[src/rim_pkg.sv]
// Shared constants and types for the rack I/O word mapper
package rim_pkg;
  localparam int WORD_W = 16;
  localparam int ADDR_W = 7;
  localparam int FB_WORDS_SMALL = 16;
  localparam int FB_WORDS_LARGE = 64;
  // Word addresses on the mapper link
  localparam logic [6:0] A_FB_HEAD = 7'h00;
  localparam logic [6:0] A_DOUT = 7'h40;
  localparam logic [6:0] A_DIN = 7'h41;
  localparam logic [6:0] A_AO_CFG = 7'h42;
  localparam logic [6:0] A_AO_CH1 = 7'h43;
  localparam logic [6:0] A_AO_CH2 = 7'h44;
  // Fieldbus status and command fields
  localparam int FB_SUM_LSB = 8;
  localparam int FB_STAT_W = 5;
  localparam int CMD_ALARM_BIT = 1;
  localparam int CMD_START_BIT = 2;
  localparam int CMD_QUIT_BIT = 3;
  localparam logic [7:0] CMD_GET_CONFIG = 8'h28;
  // Analog output configuration fields
  localparam logic [7:0] AO_RES_SIGNED15 = 8'h00;
  localparam logic [7:0] AO_RES_12BIT = 8'h06;
  localparam int AO_HOLD1_BIT = 8;
  localparam int AO_HOLD2_BIT = 9;
  localparam logic signed [15:0] AO_MAX_S15 = 16'sh7FF0;
  localparam logic signed [15:0] AO_MAX_12 = 16'sh0FFF;
  localparam logic signed [15:0] AO_MIN_12 = 16'sh0000;
  // Controller Avalon register byte addresses
  localparam logic [4:0] R_CTRL = 5'h00;
  localparam logic [4:0] R_ADDR = 5'h04;
  localparam logic [4:0] R_WDATA = 5'h08;
  localparam logic [4:0] R_RDATA = 5'h0C;
  localparam logic [4:0] R_STATUS = 5'h10;
  localparam logic [4:0] R_MASK = 5'h14;
  localparam logic [4:0] R_CMD = 5'h18;
  // Controller control and status bits
  localparam int CTRL_GO = 0;
  localparam int CTRL_WRITE = 1;
  localparam int CTRL_PRIMARY = 2;
  localparam int ST_DONE = 0;
  localparam int ST_REFUSED = 1;
  localparam int ST_W = 2;
  typedef enum logic [2:0] {
    RIM_OUT16 = 3'h0,
    RIM_OUT4 = 3'h1,
    RIM_OUT8 = 3'h2,
    RIM_IN8_OUT4 = 3'h3,
    RIM_IN8_OUT8 = 3'h4,
    RIM_IN4_OUT4 = 3'h5
  } rim_dio_kind_t;
endpackage

[src/rim_if.sv]
// Word link between the network controller and the rack mapper
`timescale 1ns/1ps
interface rim_if;
  logic req;
  logic we;
  logic [6:0] addr;
  logic [15:0] wdata;
  logic [15:0] rdata;
  logic ack;
  modport mapper (input req, input we, input addr, input wdata, output rdata, output ack);
  modport controller (output req, output we, output addr, output wdata, input rdata, input ack);
endinterface

[src/rim_mapper.sv]
// Rack-side word mapper: fieldbus, discrete and analog output images
`timescale 1ns/1ps
// Contract
// - Switches pick 0, 16 or 64 fieldbus words
// - Controller uses 64 words only primary rack
// - Status word: checksum high, bitmap low
// - Controller echoes last read checksum
// - Command bits: stop, start, quit, config
// - Data words follow status and command
// - Sixteen outputs: output 1 from bit 15
// - Four outputs from bits 3-0
// - Eight outputs from bits 7-0
// - Eight in, four out packing
// - Eight in, eight out packing
// - Monitored four in, four out packing
// - Analog output uses three words
// - Config low byte selects resolution
// - Bits 8, 9 choose hold or default
// - Controller keeps channel values in range
// - Halt holds or defaults each channel
module rim_mapper (
  input wire logic core_clk,
  input wire logic reset,
  input wire logic ce,
  rim_if.mapper link,
  input rim_pkg::rim_dio_kind_t dio_kind,
  input wire logic [7:0] din_pins,
  output logic [15:0] dout_pins,
  input wire logic word_count_switch_a,
  input wire logic word_count_switch_b,
  input wire logic [7:0] fb_checksum,
  input wire logic [4:0] fb_status,
  input wire logic fb_in_we,
  input wire logic [5:0] fb_in_idx,
  input wire logic [15:0] fb_in_data,
  input wire logic [5:0] fb_out_idx,
  output logic [15:0] fb_out_data,
  output logic [6:0] fb_words,
  output logic fb_alarm_stop,
  output logic fb_start_cycle,
  output logic fb_quit_error,
  output logic fb_get_config,
  input wire logic halted,
  input wire logic [15:0] ao_default1,
  input wire logic [15:0] ao_default2,
  output logic [15:0] ao_out1,
  output logic [15:0] ao_out2,
  output logic ao_res_12bit,
  output logic ao_res_bad
);
  logic [7:0] din_meta;
  logic [7:0] din_s;
  logic [1:0] sw_meta;
  logic [1:0] sw_s;
  logic halt_meta;
  logic halt_s;
  logic [15:0] fb_in_mem [1:63];
  logic [15:0] fb_out_mem [1:63];
  logic [15:0] dout_word;
  logic [15:0] ao_cfg;
  logic [15:0] ao_ch1;
  logic [15:0] ao_ch2;
  logic [4:0] out_pts;
  logic [4:0] in_pts;
  logic [15:0] din_word;
  logic [15:0] next_rdata;
  logic wr;
  logic rd;
  logic fb_hit;

  // Reverse the low points so point 1 sits in the top used bit
  function automatic logic [15:0] rim_pack(input logic [15:0] src, input logic [4:0] pts);
    logic [15:0] res;
    res = '0;
    for (int i = 0; i < 16; i++)
    begin
      if (i < int'(pts))
      begin
        res[i] = src[int'(pts) - 1 - i];
      end
    end
    return res;
  endfunction

  // Pin synchronisers
  always_ff @(posedge core_clk)
  begin
    if (reset)
    begin
      {din_s, din_meta, sw_s, sw_meta, halt_s, halt_meta} <= '0;
    end
    else if (ce)
    begin
      {din_meta, sw_meta, halt_meta} <=
        {din_pins, word_count_switch_b, word_count_switch_a, halted};
      {din_s, sw_s, halt_s} <= {din_meta, sw_meta, halt_meta};
    end
  end

  assign fb_words = (sw_s == 2'b11) ? 7'(rim_pkg::FB_WORDS_LARGE) :
    (sw_s == 2'b01) ? 7'(rim_pkg::FB_WORDS_SMALL) : 7'h00;

  // Points per module kind
  always_comb
  begin
    unique case (dio_kind)
      rim_pkg::RIM_OUT16: {out_pts, in_pts} = {5'h10, 5'h00};
      rim_pkg::RIM_OUT4: {out_pts, in_pts} = {5'h04, 5'h00};
      rim_pkg::RIM_OUT8: {out_pts, in_pts} = {5'h08, 5'h00};
      rim_pkg::RIM_IN8_OUT4: {out_pts, in_pts} = {5'h04, 5'h08};
      rim_pkg::RIM_IN8_OUT8: {out_pts, in_pts} = {5'h08, 5'h08};
      rim_pkg::RIM_IN4_OUT4: {out_pts, in_pts} = {5'h04, 5'h04};
      default: {out_pts, in_pts} = {5'h00, 5'h00};
    endcase
  end

  assign din_word = rim_pack({8'h00, din_s}, in_pts);

  assign wr = link.req & link.we & ~link.ack;
  assign rd = link.req & ~link.we & ~link.ack;
  assign fb_hit = (link.addr != rim_pkg::A_FB_HEAD) && (link.addr < fb_words);

  // Link handshake
  always_ff @(posedge core_clk)
  begin
    if (reset)
    begin
      link.ack <= 1'b0;
    end
    else if (ce)
    begin
      link.ack <= link.req & ~link.ack;
    end
  end

  // Read mux
  always_comb
  begin
    unique case (link.addr)
      rim_pkg::A_FB_HEAD: next_rdata = {fb_checksum, 3'b000, fb_status};
      rim_pkg::A_DOUT: next_rdata = dout_word;
      rim_pkg::A_DIN: next_rdata = din_word;
      rim_pkg::A_AO_CFG: next_rdata = ao_cfg;
      rim_pkg::A_AO_CH1: next_rdata = ao_ch1;
      rim_pkg::A_AO_CH2: next_rdata = ao_ch2;
      default: next_rdata = fb_hit ? fb_in_mem[6'(link.addr)] : 16'h0000;
    endcase
  end

  always_ff @(posedge core_clk)
  begin
    if (reset)
    begin
      link.rdata <= '0;
    end
    else if (ce && rd)
    begin
      link.rdata <= next_rdata;
    end
  end

  // Fieldbus image memories
  always_ff @(posedge core_clk)
  begin
    if (ce && fb_in_we && fb_in_idx != 6'h00)
    begin
      fb_in_mem[fb_in_idx] <= fb_in_data;
    end
    if (ce && wr && fb_hit)
    begin
      fb_out_mem[6'(link.addr)] <= link.wdata;
    end
  end

  always_ff @(posedge core_clk)
  begin
    if (reset)
    begin
      fb_out_data <= '0;
    end
    else if (ce)
    begin
      fb_out_data <= (fb_out_idx != 6'h00 && 7'(fb_out_idx) < fb_words) ?
        fb_out_mem[fb_out_idx] : 16'h0000;
    end
  end

  always_ff @(posedge core_clk)
  begin
    if (reset)
    begin
      {fb_get_config, fb_quit_error, fb_start_cycle, fb_alarm_stop} <= '0;
    end
    else if (ce)
    begin
      {fb_get_config, fb_quit_error, fb_start_cycle, fb_alarm_stop} <= '0;
      if (wr && link.addr == rim_pkg::A_FB_HEAD && fb_words != 7'h00)
      begin
        if (link.wdata[7:0] == rim_pkg::CMD_GET_CONFIG)
          fb_get_config <= 1'b1;
        else
          {fb_quit_error, fb_start_cycle, fb_alarm_stop} <= {link.wdata[rim_pkg::CMD_QUIT_BIT],
            link.wdata[rim_pkg::CMD_START_BIT], link.wdata[rim_pkg::CMD_ALARM_BIT]};
      end
    end
  end

  always_ff @(posedge core_clk)
  begin
    if (reset)
    begin
      {dout_word, ao_cfg, ao_ch1, ao_ch2} <= '0;
    end
    else if (ce && wr)
    begin
      if (link.addr == rim_pkg::A_DOUT)
        dout_word <= link.wdata;
      if (link.addr == rim_pkg::A_AO_CFG)
        ao_cfg <= link.wdata;
      if (link.addr == rim_pkg::A_AO_CH1)
        ao_ch1 <= link.wdata;
      if (link.addr == rim_pkg::A_AO_CH2)
        ao_ch2 <= link.wdata;
    end
  end

  always_ff @(posedge core_clk)
  begin
    if (reset)
    begin
      dout_pins <= '0;
    end
    else if (ce)
    begin
      dout_pins <= rim_pack(dout_word, out_pts);
    end
  end

  assign ao_res_12bit = ao_cfg[7:0] == rim_pkg::AO_RES_12BIT;
  assign ao_res_bad = ao_cfg[7:0] != rim_pkg::AO_RES_12BIT &&
    ao_cfg[7:0] != rim_pkg::AO_RES_SIGNED15;

  // halt holds or defaults per channel
  always_ff @(posedge core_clk)
  begin
    if (reset)
    begin
      {ao_out1, ao_out2} <= '0;
    end
    else if (ce)
    begin
      if (!halt_s)
        {ao_out1, ao_out2} <= {ao_ch1, ao_ch2};
      if (halt_s && !ao_cfg[rim_pkg::AO_HOLD1_BIT])
        ao_out1 <= ao_default1;
      if (halt_s && !ao_cfg[rim_pkg::AO_HOLD2_BIT])
        ao_out2 <= ao_default2;
    end
  end
endmodule

[src/flat_wrapper.sv]
// flat-port wrapper written by rule: the top's interface ports become plain ports
module rim_mapper_flat 
  (core_clk, reset, ce, dio_kind, din_pins, dout_pins, word_count_switch_a, word_count_switch_b, fb_checksum, fb_status, fb_in_we, fb_in_idx, fb_in_data, fb_out_idx, fb_out_data, fb_words, fb_alarm_stop, fb_start_cycle, fb_quit_error, fb_get_config, halted, ao_default1, ao_default2, ao_out1, ao_out2, ao_res_12bit, ao_res_bad, link_req, link_we, link_addr, link_wdata, link_rdata, link_ack);
  rim_if link_i ();
  input wire logic core_clk;
  input wire logic reset;
  input wire logic ce;
  input rim_pkg::rim_dio_kind_t dio_kind;
  input wire logic [7:0] din_pins;
  output logic [15:0] dout_pins;
  input wire logic word_count_switch_a;
  input wire logic word_count_switch_b;
  input wire logic [7:0] fb_checksum;
  input wire logic [4:0] fb_status;
  input wire logic fb_in_we;
  input wire logic [5:0] fb_in_idx;
  input wire logic [15:0] fb_in_data;
  input wire logic [5:0] fb_out_idx;
  output logic [15:0] fb_out_data;
  output logic [6:0] fb_words;
  output logic fb_alarm_stop;
  output logic fb_start_cycle;
  output logic fb_quit_error;
  output logic fb_get_config;
  input wire logic halted;
  input wire logic [15:0] ao_default1;
  input wire logic [15:0] ao_default2;
  output logic [15:0] ao_out1;
  output logic [15:0] ao_out2;
  output logic ao_res_12bit;
  output logic ao_res_bad;
  input wire logic [$bits(link_i.req)-1:0] link_req;
  input wire logic [$bits(link_i.we)-1:0] link_we;
  input wire logic [$bits(link_i.addr)-1:0] link_addr;
  input wire logic [$bits(link_i.wdata)-1:0] link_wdata;
  output wire logic [$bits(link_i.rdata)-1:0] link_rdata;
  output wire logic [$bits(link_i.ack)-1:0] link_ack;
  assign link_i.req = link_req;
  assign link_i.we = link_we;
  assign link_i.addr = link_addr;
  assign link_i.wdata = link_wdata;
  assign link_rdata = link_i.rdata;
  assign link_ack = link_i.ack;
  rim_mapper u_core (.core_clk(core_clk), .reset(reset), .ce(ce), .link(link_i), .dio_kind(dio_kind), .din_pins(din_pins), .dout_pins(dout_pins), .word_count_switch_a(word_count_switch_a), .word_count_switch_b(word_count_switch_b), .fb_checksum(fb_checksum), .fb_status(fb_status), .fb_in_we(fb_in_we), .fb_in_idx(fb_in_idx), .fb_in_data(fb_in_data), .fb_out_idx(fb_out_idx), .fb_out_data(fb_out_data), .fb_words(fb_words), .fb_alarm_stop(fb_alarm_stop), .fb_start_cycle(fb_start_cycle), .fb_quit_error(fb_quit_error), .fb_get_config(fb_get_config), .halted(halted), .ao_default1(ao_default1), .ao_default2(ao_default2), .ao_out1(ao_out1), .ao_out2(ao_out2), .ao_res_12bit(ao_res_12bit), .ao_res_bad(ao_res_bad));
endmodule
[config.mk]
export PLATFORM = sky130hd
export DESIGN_NAME = rim_mapper_flat
export DESIGN_NICKNAME = d
export VERILOG_FILES = /design/src/rim_pkg.sv /design/src/rim_if.sv /design/src/rim_mapper.sv /design/src/flat_wrapper.sv
export SDC_FILE = /design/constraint.sdc
export NUM_CORES = 2
export LEC_CHECK = 0
export ABC_AREA = 1
export BUFFER_PORTS_ARGS = -buffer_cell sky130_fd_sc_hd__buf_2
export CAP_MARGIN = 10
export CORE_ASPECT_RATIO = 1.4
export CORE_MARGIN = 2
export CORE_UTILIZATION = 45
export CTS_CLUSTER_DIAMETER = 30
export DETAILED_ROUTE_END_ITERATION = 6
export SLEW_MARGIN = 20
export SYNTH_ARGS = -nofsm -noshare
export SYNTH_HDL_FRONTEND = slang
export SYNTH_SLANG_ARGS = --single-unit
[constraint.sdc]
create_clock -name core_clk -period 4.7 [get_ports core_clk]
set_input_delay 0.705 -clock core_clk [delete_from_list [all_inputs] [get_ports core_clk]]
set_output_delay 0.705 -clock core_clk [all_outputs]
set_load 0.02 [all_outputs]
# Word level (Yosys, flattened, before mapping)
# Memory sizes are Yosys's and may differ from the RTL's.
# Index checks and enable logic that the tools add are counted.
dict set report totals {
  latch_bits 0
  romBits 0
  register_bits 171
  elab_cells 325
  memories 2
  in_bits 116
  ram_bits 2016
}
dict set report op_classes {
  shifts 0
  bitwise 7
  add_sub_neg 32
  n_reduce_logical 30
  mux 151
  mul 0
  eq_ne 17
  div 0
  n_lt_le_gt_ge 66
}
# memory depth word_bits rd rd_clocked_by_memory_dff write_ports line
set memory_table {}
lappend memory_table {u_core.fb_in_mem 63 16 1 0 1 rim_mapper.sv:57} ;# logic [15:0] fb_in_mem [1:63];
lappend memory_table {u_core.fb_out_mem 63 16 1 0 1 rim_mapper.sv:58} ;# logic [15:0] fb_out_mem [1:63];
# cell n
set op_table {}
lappend op_table {{less-than comparator 32 x 6 -> 1 bit (second input constant)} 32}
lappend op_table {{subtractor 32 x 5 -> 32 bit (second input constant)} 16}
lappend op_table {{subtractor 32 x 4 -> 32 bit (second input constant)} 8}
lappend op_table {{binary-select mux 1 bit (select 4 bit)} 32}
lappend op_table {{subtractor 32 x 3 -> 32 bit (second input constant)} 4}
lappend op_table {{two-way mux 1 bit} 108}
lappend op_table {{two-way mux 16 bit} 6}
lappend op_table {{one-hot mux 16 bit (6 select lines)} 1}
lappend op_table {{subtractor 32 x 2 -> 32 bit (second input constant)} 2}
lappend op_table {{less-than comparator 4 x 5 -> 1 bit (first input constant)} 8}
lappend op_table {{== test 7 bit (second input constant)} 5}
lappend op_table {{less-than comparator 4 bit (first input constant)} 8}
lappend op_table {{less-than comparator 3 x 5 -> 1 bit (first input constant)} 4}
lappend op_table {{less-than comparator 3 x 4 -> 1 bit (first input constant)} 4}
lappend op_table {{one-hot mux 5 bit (3 select lines)} 1}
lappend op_table {{nonzero test 7 bit} 2}
lappend op_table {{logical AND 1 bit} 12}
lappend op_table {{AND reduction 2 bit} 6}
lappend op_table {{nonzero test 6 bit} 2}
lappend op_table {{less-than comparator 1 x 5 -> 1 bit (first input constant)} 2}
lappend op_table {{less-than comparator 2 x 5 -> 1 bit (first input constant)} 2}
lappend op_table {{== test 8 x 3 -> 1 bit (second input constant)} 1}
lappend op_table {{== test 8 x 6 -> 1 bit (second input constant)} 1}
lappend op_table {{less-than comparator 1 x 4 -> 1 bit (first input constant)} 2}
lappend op_table {{other kinds (23)} 34}

# Longest topological paths before layout
dict set report depth {
  ltp_word 10
  mapped_depth 18
  depth_no_buf 14
}

# Worst setup path after synthesis
# No wires, ideal clock.
dict set report synth_timing {
  kind {input-to-reg}
  from {input port link_addr[0]}
  to {memory u_core.fb_out_mem[49][0], enable pin}
  path_stages 10
  arrival_ns 3.334
  setup_slack_ns 0.935
  n_path_buf 2
  required_time_ns 4.270
  setup_ns 0.430
  cell_sequence {buf_6 -> inv_2 -> buf_6 -> nand2_2 -> nor2_4 -> nand2_1 -> nand2_1 -> nor2_2 -> nand2_1 -> nor4_1}
}
dict set report synth_between {
  elab_chain_len 5
}
# element line
set synth_rtl {}
lappend synth_rtl {{from (decl)} flat_wrapper.sv:34} ;# input wire logic [$bits(link_i.addr)-1:0] link_addr;
lappend synth_rtl {{less-than comparator 7 bit / nonzero test 7 bit (equally long branches)} rim_mapper.sv:121} ;# assign fb_hit = (link.addr != rim_pkg::A_FB_HEAD) && (link.addr < fb_words);
lappend synth_rtl {{logical AND 1 bit} rim_mapper.sv:121}
lappend synth_rtl {{logical AND 1 bit} rim_mapper.sv:169} ;# if (ce && wr && fb_hit)
lappend synth_rtl {{two-way mux 1 bit} rim_mapper.sv:169}
lappend synth_rtl {{two-way mux 1 bit (implied by the code)} rim_mapper.sv:171} ;# fb_out_mem[6'(link.addr)] <= link.wdata;
lappend synth_rtl {{to (decl)} rim_mapper.sv:58}
# Parallel ways exist; a longest one is shown, timed or not.

# Worst setup path in the final report
dict set report layout_timing {
  from {register u_core.ao_cfg[4]}
  to {output port ao_res_12bit}
}
dict set report layout_between {
  elab_chain_len 1
}
# element line
set layout_rtl {}
lappend layout_rtl {{from (decl)} rim_mapper.sv:60} ;# logic [15:0] ao_cfg;
lappend layout_rtl {{from (signal assigned)} rim_mapper.sv:219} ;# ao_cfg <= link.wdata;
lappend layout_rtl {{== test 8 x 3 -> 1 bit} rim_mapper.sv:239} ;# assign ao_res_12bit = ao_cfg[7:0] == rim_pkg::AO_RES_12BIT;
lappend layout_rtl {{to (decl)} flat_wrapper.sv:30} ;# output logic ao_res_12bit;
# No other way between the ends.

==> flow_summary.yaml <==
route:
  finalWirelength_mm: 267
  drtIter0Drc: 6552
  vias: 61300
  wl_per_cell_um: 23.6
  drcViolationCount: 0
  first_pass_iters: 6
  drtAntennaViolNets: 0
  met2WireLength_mm: 130
  dr.max_layer_used: "met5"
  vias_per_cell: 5.41
  met1_length_mm: 104
  met3_length_mm: 18.4
floorplan:
  fp-row-count: 193
  start_util_pct: 45.2
  ios: 210
  dieArea_um2: 202000
  core_region_area_um2: 197000
  die-height_um: 531
  die_w_um: 380
sta:
  skew_ns: 0.0694
  rsz0062_at_grt: "no"
  fmax_mhz: 337
  max_slew_margin_pct: 31.2
  report.final.setup_viol: 0
  slew_viol_final: 0
  hold_violations: 0
  post-route-period-util_pct: 63.2
  worstMarginPinSlew_ns: 1.03
  fin_crit_ns: 2.97
  worst_slack_ns: 1.73
clock_network:
  cts_made_buffers: 390
  clkSinkCount: 2187
  clockBufferDepth: 4
  clock_latency_ns: 0.97
  cts_tree: "done"
  htreeDepth: 5
  cts_hold_buf: 27
  cts-root-buf: "clkbuf_16"
  clk_pin_slew_ns: 0.05
  cts_setup_buffers: 0
  post_cts_resized: 0
placement:
  dp_slack_ns: 1.03
  gp_congestion: 0.905
  post_dp_cell_area_um2: 94000
  io_buffers: 204
  place_inst: 10600
  place_hpwl_mm: 161
worst_setup_path:
  max_stage_delay_ns: 0.34
  critical_path_class: "reg -> out"
  crit_fanout: 3
  cp-end-kind: "primary output"
  crit_chain: "nor4_1, nand3_1, nor2_1, buf_2"
  critPathRequiredTime_ns: 3.99
  reg2reg_slack_ns: 1.80
  critPathSlowestCell: "dfxtp_1"
  start_kind: "register"
  arrival_ns: 2.26
grt:
  grt_pass1_wl_mm: 386
  grt_max_degree: 204
  antenna_found_initial: 19
  grt_usage_pct: 25.9
  grt_pass1_vias: 58700
  gr-total-overflow: 0
min_path:
  min_path_type: "in -> reg"
run_status:
  status: "complete, no violations"
pwr:
  ir_worst_vdd_mv: 0.452
  p_int_w: 0.0396
  power_switching_w: 0.0118
  combPwrFrac_pct: 4.7
  leakagePower_nw: 40.6
  p_clk_share_pct: 53.7
  seq_power_share_pct: 41.6
  switching_share_pct: 23.0
  power.density_nw_per_um2: 480
synthesis:
  synthTopCellsByCount: "2,016 x edfxtp_1, 1,899 x nand2_1, 937 x nor2_1"
  synth_cell_types: 40
  syn-cell-area_um2: 89300
  netlist.area_leader.share_pct: 67.8
  syn_inst: 7919
  ys_top_cells_by_area: "edfxtp_1 68%, nand2_1 8.0%, o21ai_0 4.1%"
  yosysMostFrequentCell: "edfxtp_1"
  synth_top_cell_by_area: "edfxtp_1"
  synth_warnings: 0
  synth_edf_count: 2016
  ys_seq_elements: 2187
  seq_area_frac_synth_pct: 71.6
  async_reset_ff_share_pct: 0
  synth_area_per_cell_um2: 11.3
  synth-main-ff-cell: "edfxtp_1"
finish:
  area_growth_pct: 20.1
  drive_above_1_share_pct: 14.8
  fin_area_um2: 107000
  utilization_pct: 54.3
  nets: 8497
  final_cells: 11300
run:
  maxCapViolations: 0
[critical path: cells and delay by family, from the launching register on]
kind,cells,cell delay (ns)
DFF,1,0.34
buffers and inverters,1,0.23
and+or+nand+nor,3,0.77
[routing by layer]
metal | up-vias | GRT usage, %
met5 | - | 0
met4 | 12 | 13.0
met3 | 551 | 4.54
met2 | 2460 | 43.4
met1 | 30000 | 32.3
li1 | 28300 | -
[cell usage in the layout (no fill, tap or decap), drive strengths merged, types with 51 or more instances in the layout]
master | synthesis | routed
clkinv | 3 | 118
clkbuf | 185 | 427
buf | 252 | 470
nand2 | 1907 | 1907
nand3 | 484 | 484
inv | 523 | 593
o21ai | 797 | 797
dfxtp | 171 | 171
o211ai | 238 | 238
edfxtp | 2016 | 2016
a21oi | 203 | 203
or2 | 109 | 109
nor2 | 947 | 947
clkinvlp | 0 | 51
[layout make-up]
| class | instances | area (um2) |
|---|---|---|
| Multi-Input combinational cell | 4773 | 21400 |
| Clock inverter | 274 | 2900 |
| Inverter | 526 | 2010 |
| Timing Repair Buffer | 498 | 3540 |
| Antenna cell | 7 | 17.5 |
| Tap cell | 2632 | 3290 |
| Sequential cell | 2187 | 64000 |
| Clock buffer | 426 | 10100 |
| Fill cell | 16500 | 90100 |
[power by group through the flow]
stage / clock (W) / sequential, W / combinational, W
4_1_cts: 0.0279 / 0.0214 / 0.00243
3_3_place_gp: 0 / 0.0218 / 0.00237
6_report: 0.0276 / 0.0214 / 0.00243
5_1_grt: 0.0288 / 0.0214 / 0.00262
3_5_place_dp: 0 / 0.0218 / 0.00240
2_1_floorplan: 0 / 0.0218 / 0.00121
[registers in the layout (all words and copies together) (netlist names), 8 cells and up]
name                count
u_core.dout_pins       16
u_core.ao_ch1          16
u_core.din_s            8
u_core.ao_out1         16
u_core.ao_cfg          16
u_core.dout_word       16
u_core.ao_ch2          16
u_core.din_meta         8
u_core.fb_out_data     16
u_core.fb_in_mem     1008
u_core.ao_out2         16
u_core.fb_out_mem    1008
u_core.link.rdata      16
[per-stage QoR]
step                      total power [W]  hold WS, ns  setup TNS (ns)
final                              0.0514       0.0504               0
after global routing               0.0527       0.0321               0
after CTS                          0.0517     0.000261               0
after detailed placement           0.0242        0.457               0
after global placement             0.0241        0.458          -0.100
after floorplan                    0.0230        0.444               0
[logic make-up (layout without fill, tap and decap cells)]
| group | Yosys count | in the layout | share of synthesized area, % |
|---|---|---|---|
| AO/OA/AOI/OAI | 1274 | 1274 | 7.90 |
| XOR/XNOR | 2 | 2 | 0.0196 |
| adder cells (fa/ha/maj) | 5 | 5 | 0.0701 |
| buffers and inverters | 963 | 1724 | 4.51 |
| flip-flops | 2187 | 2187 | 71.6 |
| multiplexers | 6 | 6 | 0.0673 |
| other | 1 | 12 | 0.00420 |
| AND/OR/NAND/NOR | 3481 | 3481 | 15.8 |
[path summary, 6_finish.rpt]
path | start | to | depth (start not counted)
max | u_core.ao_cfg[4]$_SDFFE_PP0P_ | ao_res_12bit | 4
min | din_pins[5] | u_core.din_meta[5]$_SDFFE_PP0P_ | 3
max reg2reg | u_core.sw_s[1]$_SDFFE_PP0P_ | u_core.fb_out_mem[23][10]$_DFFE_PP_ | 9
min reg2reg | u_core.dout_pins[8]$_SDFFE_PP0P_ | u_core.dout_pins[8]$_SDFFE_PP0P_ | 2
(Power assumes the default switching activity.)
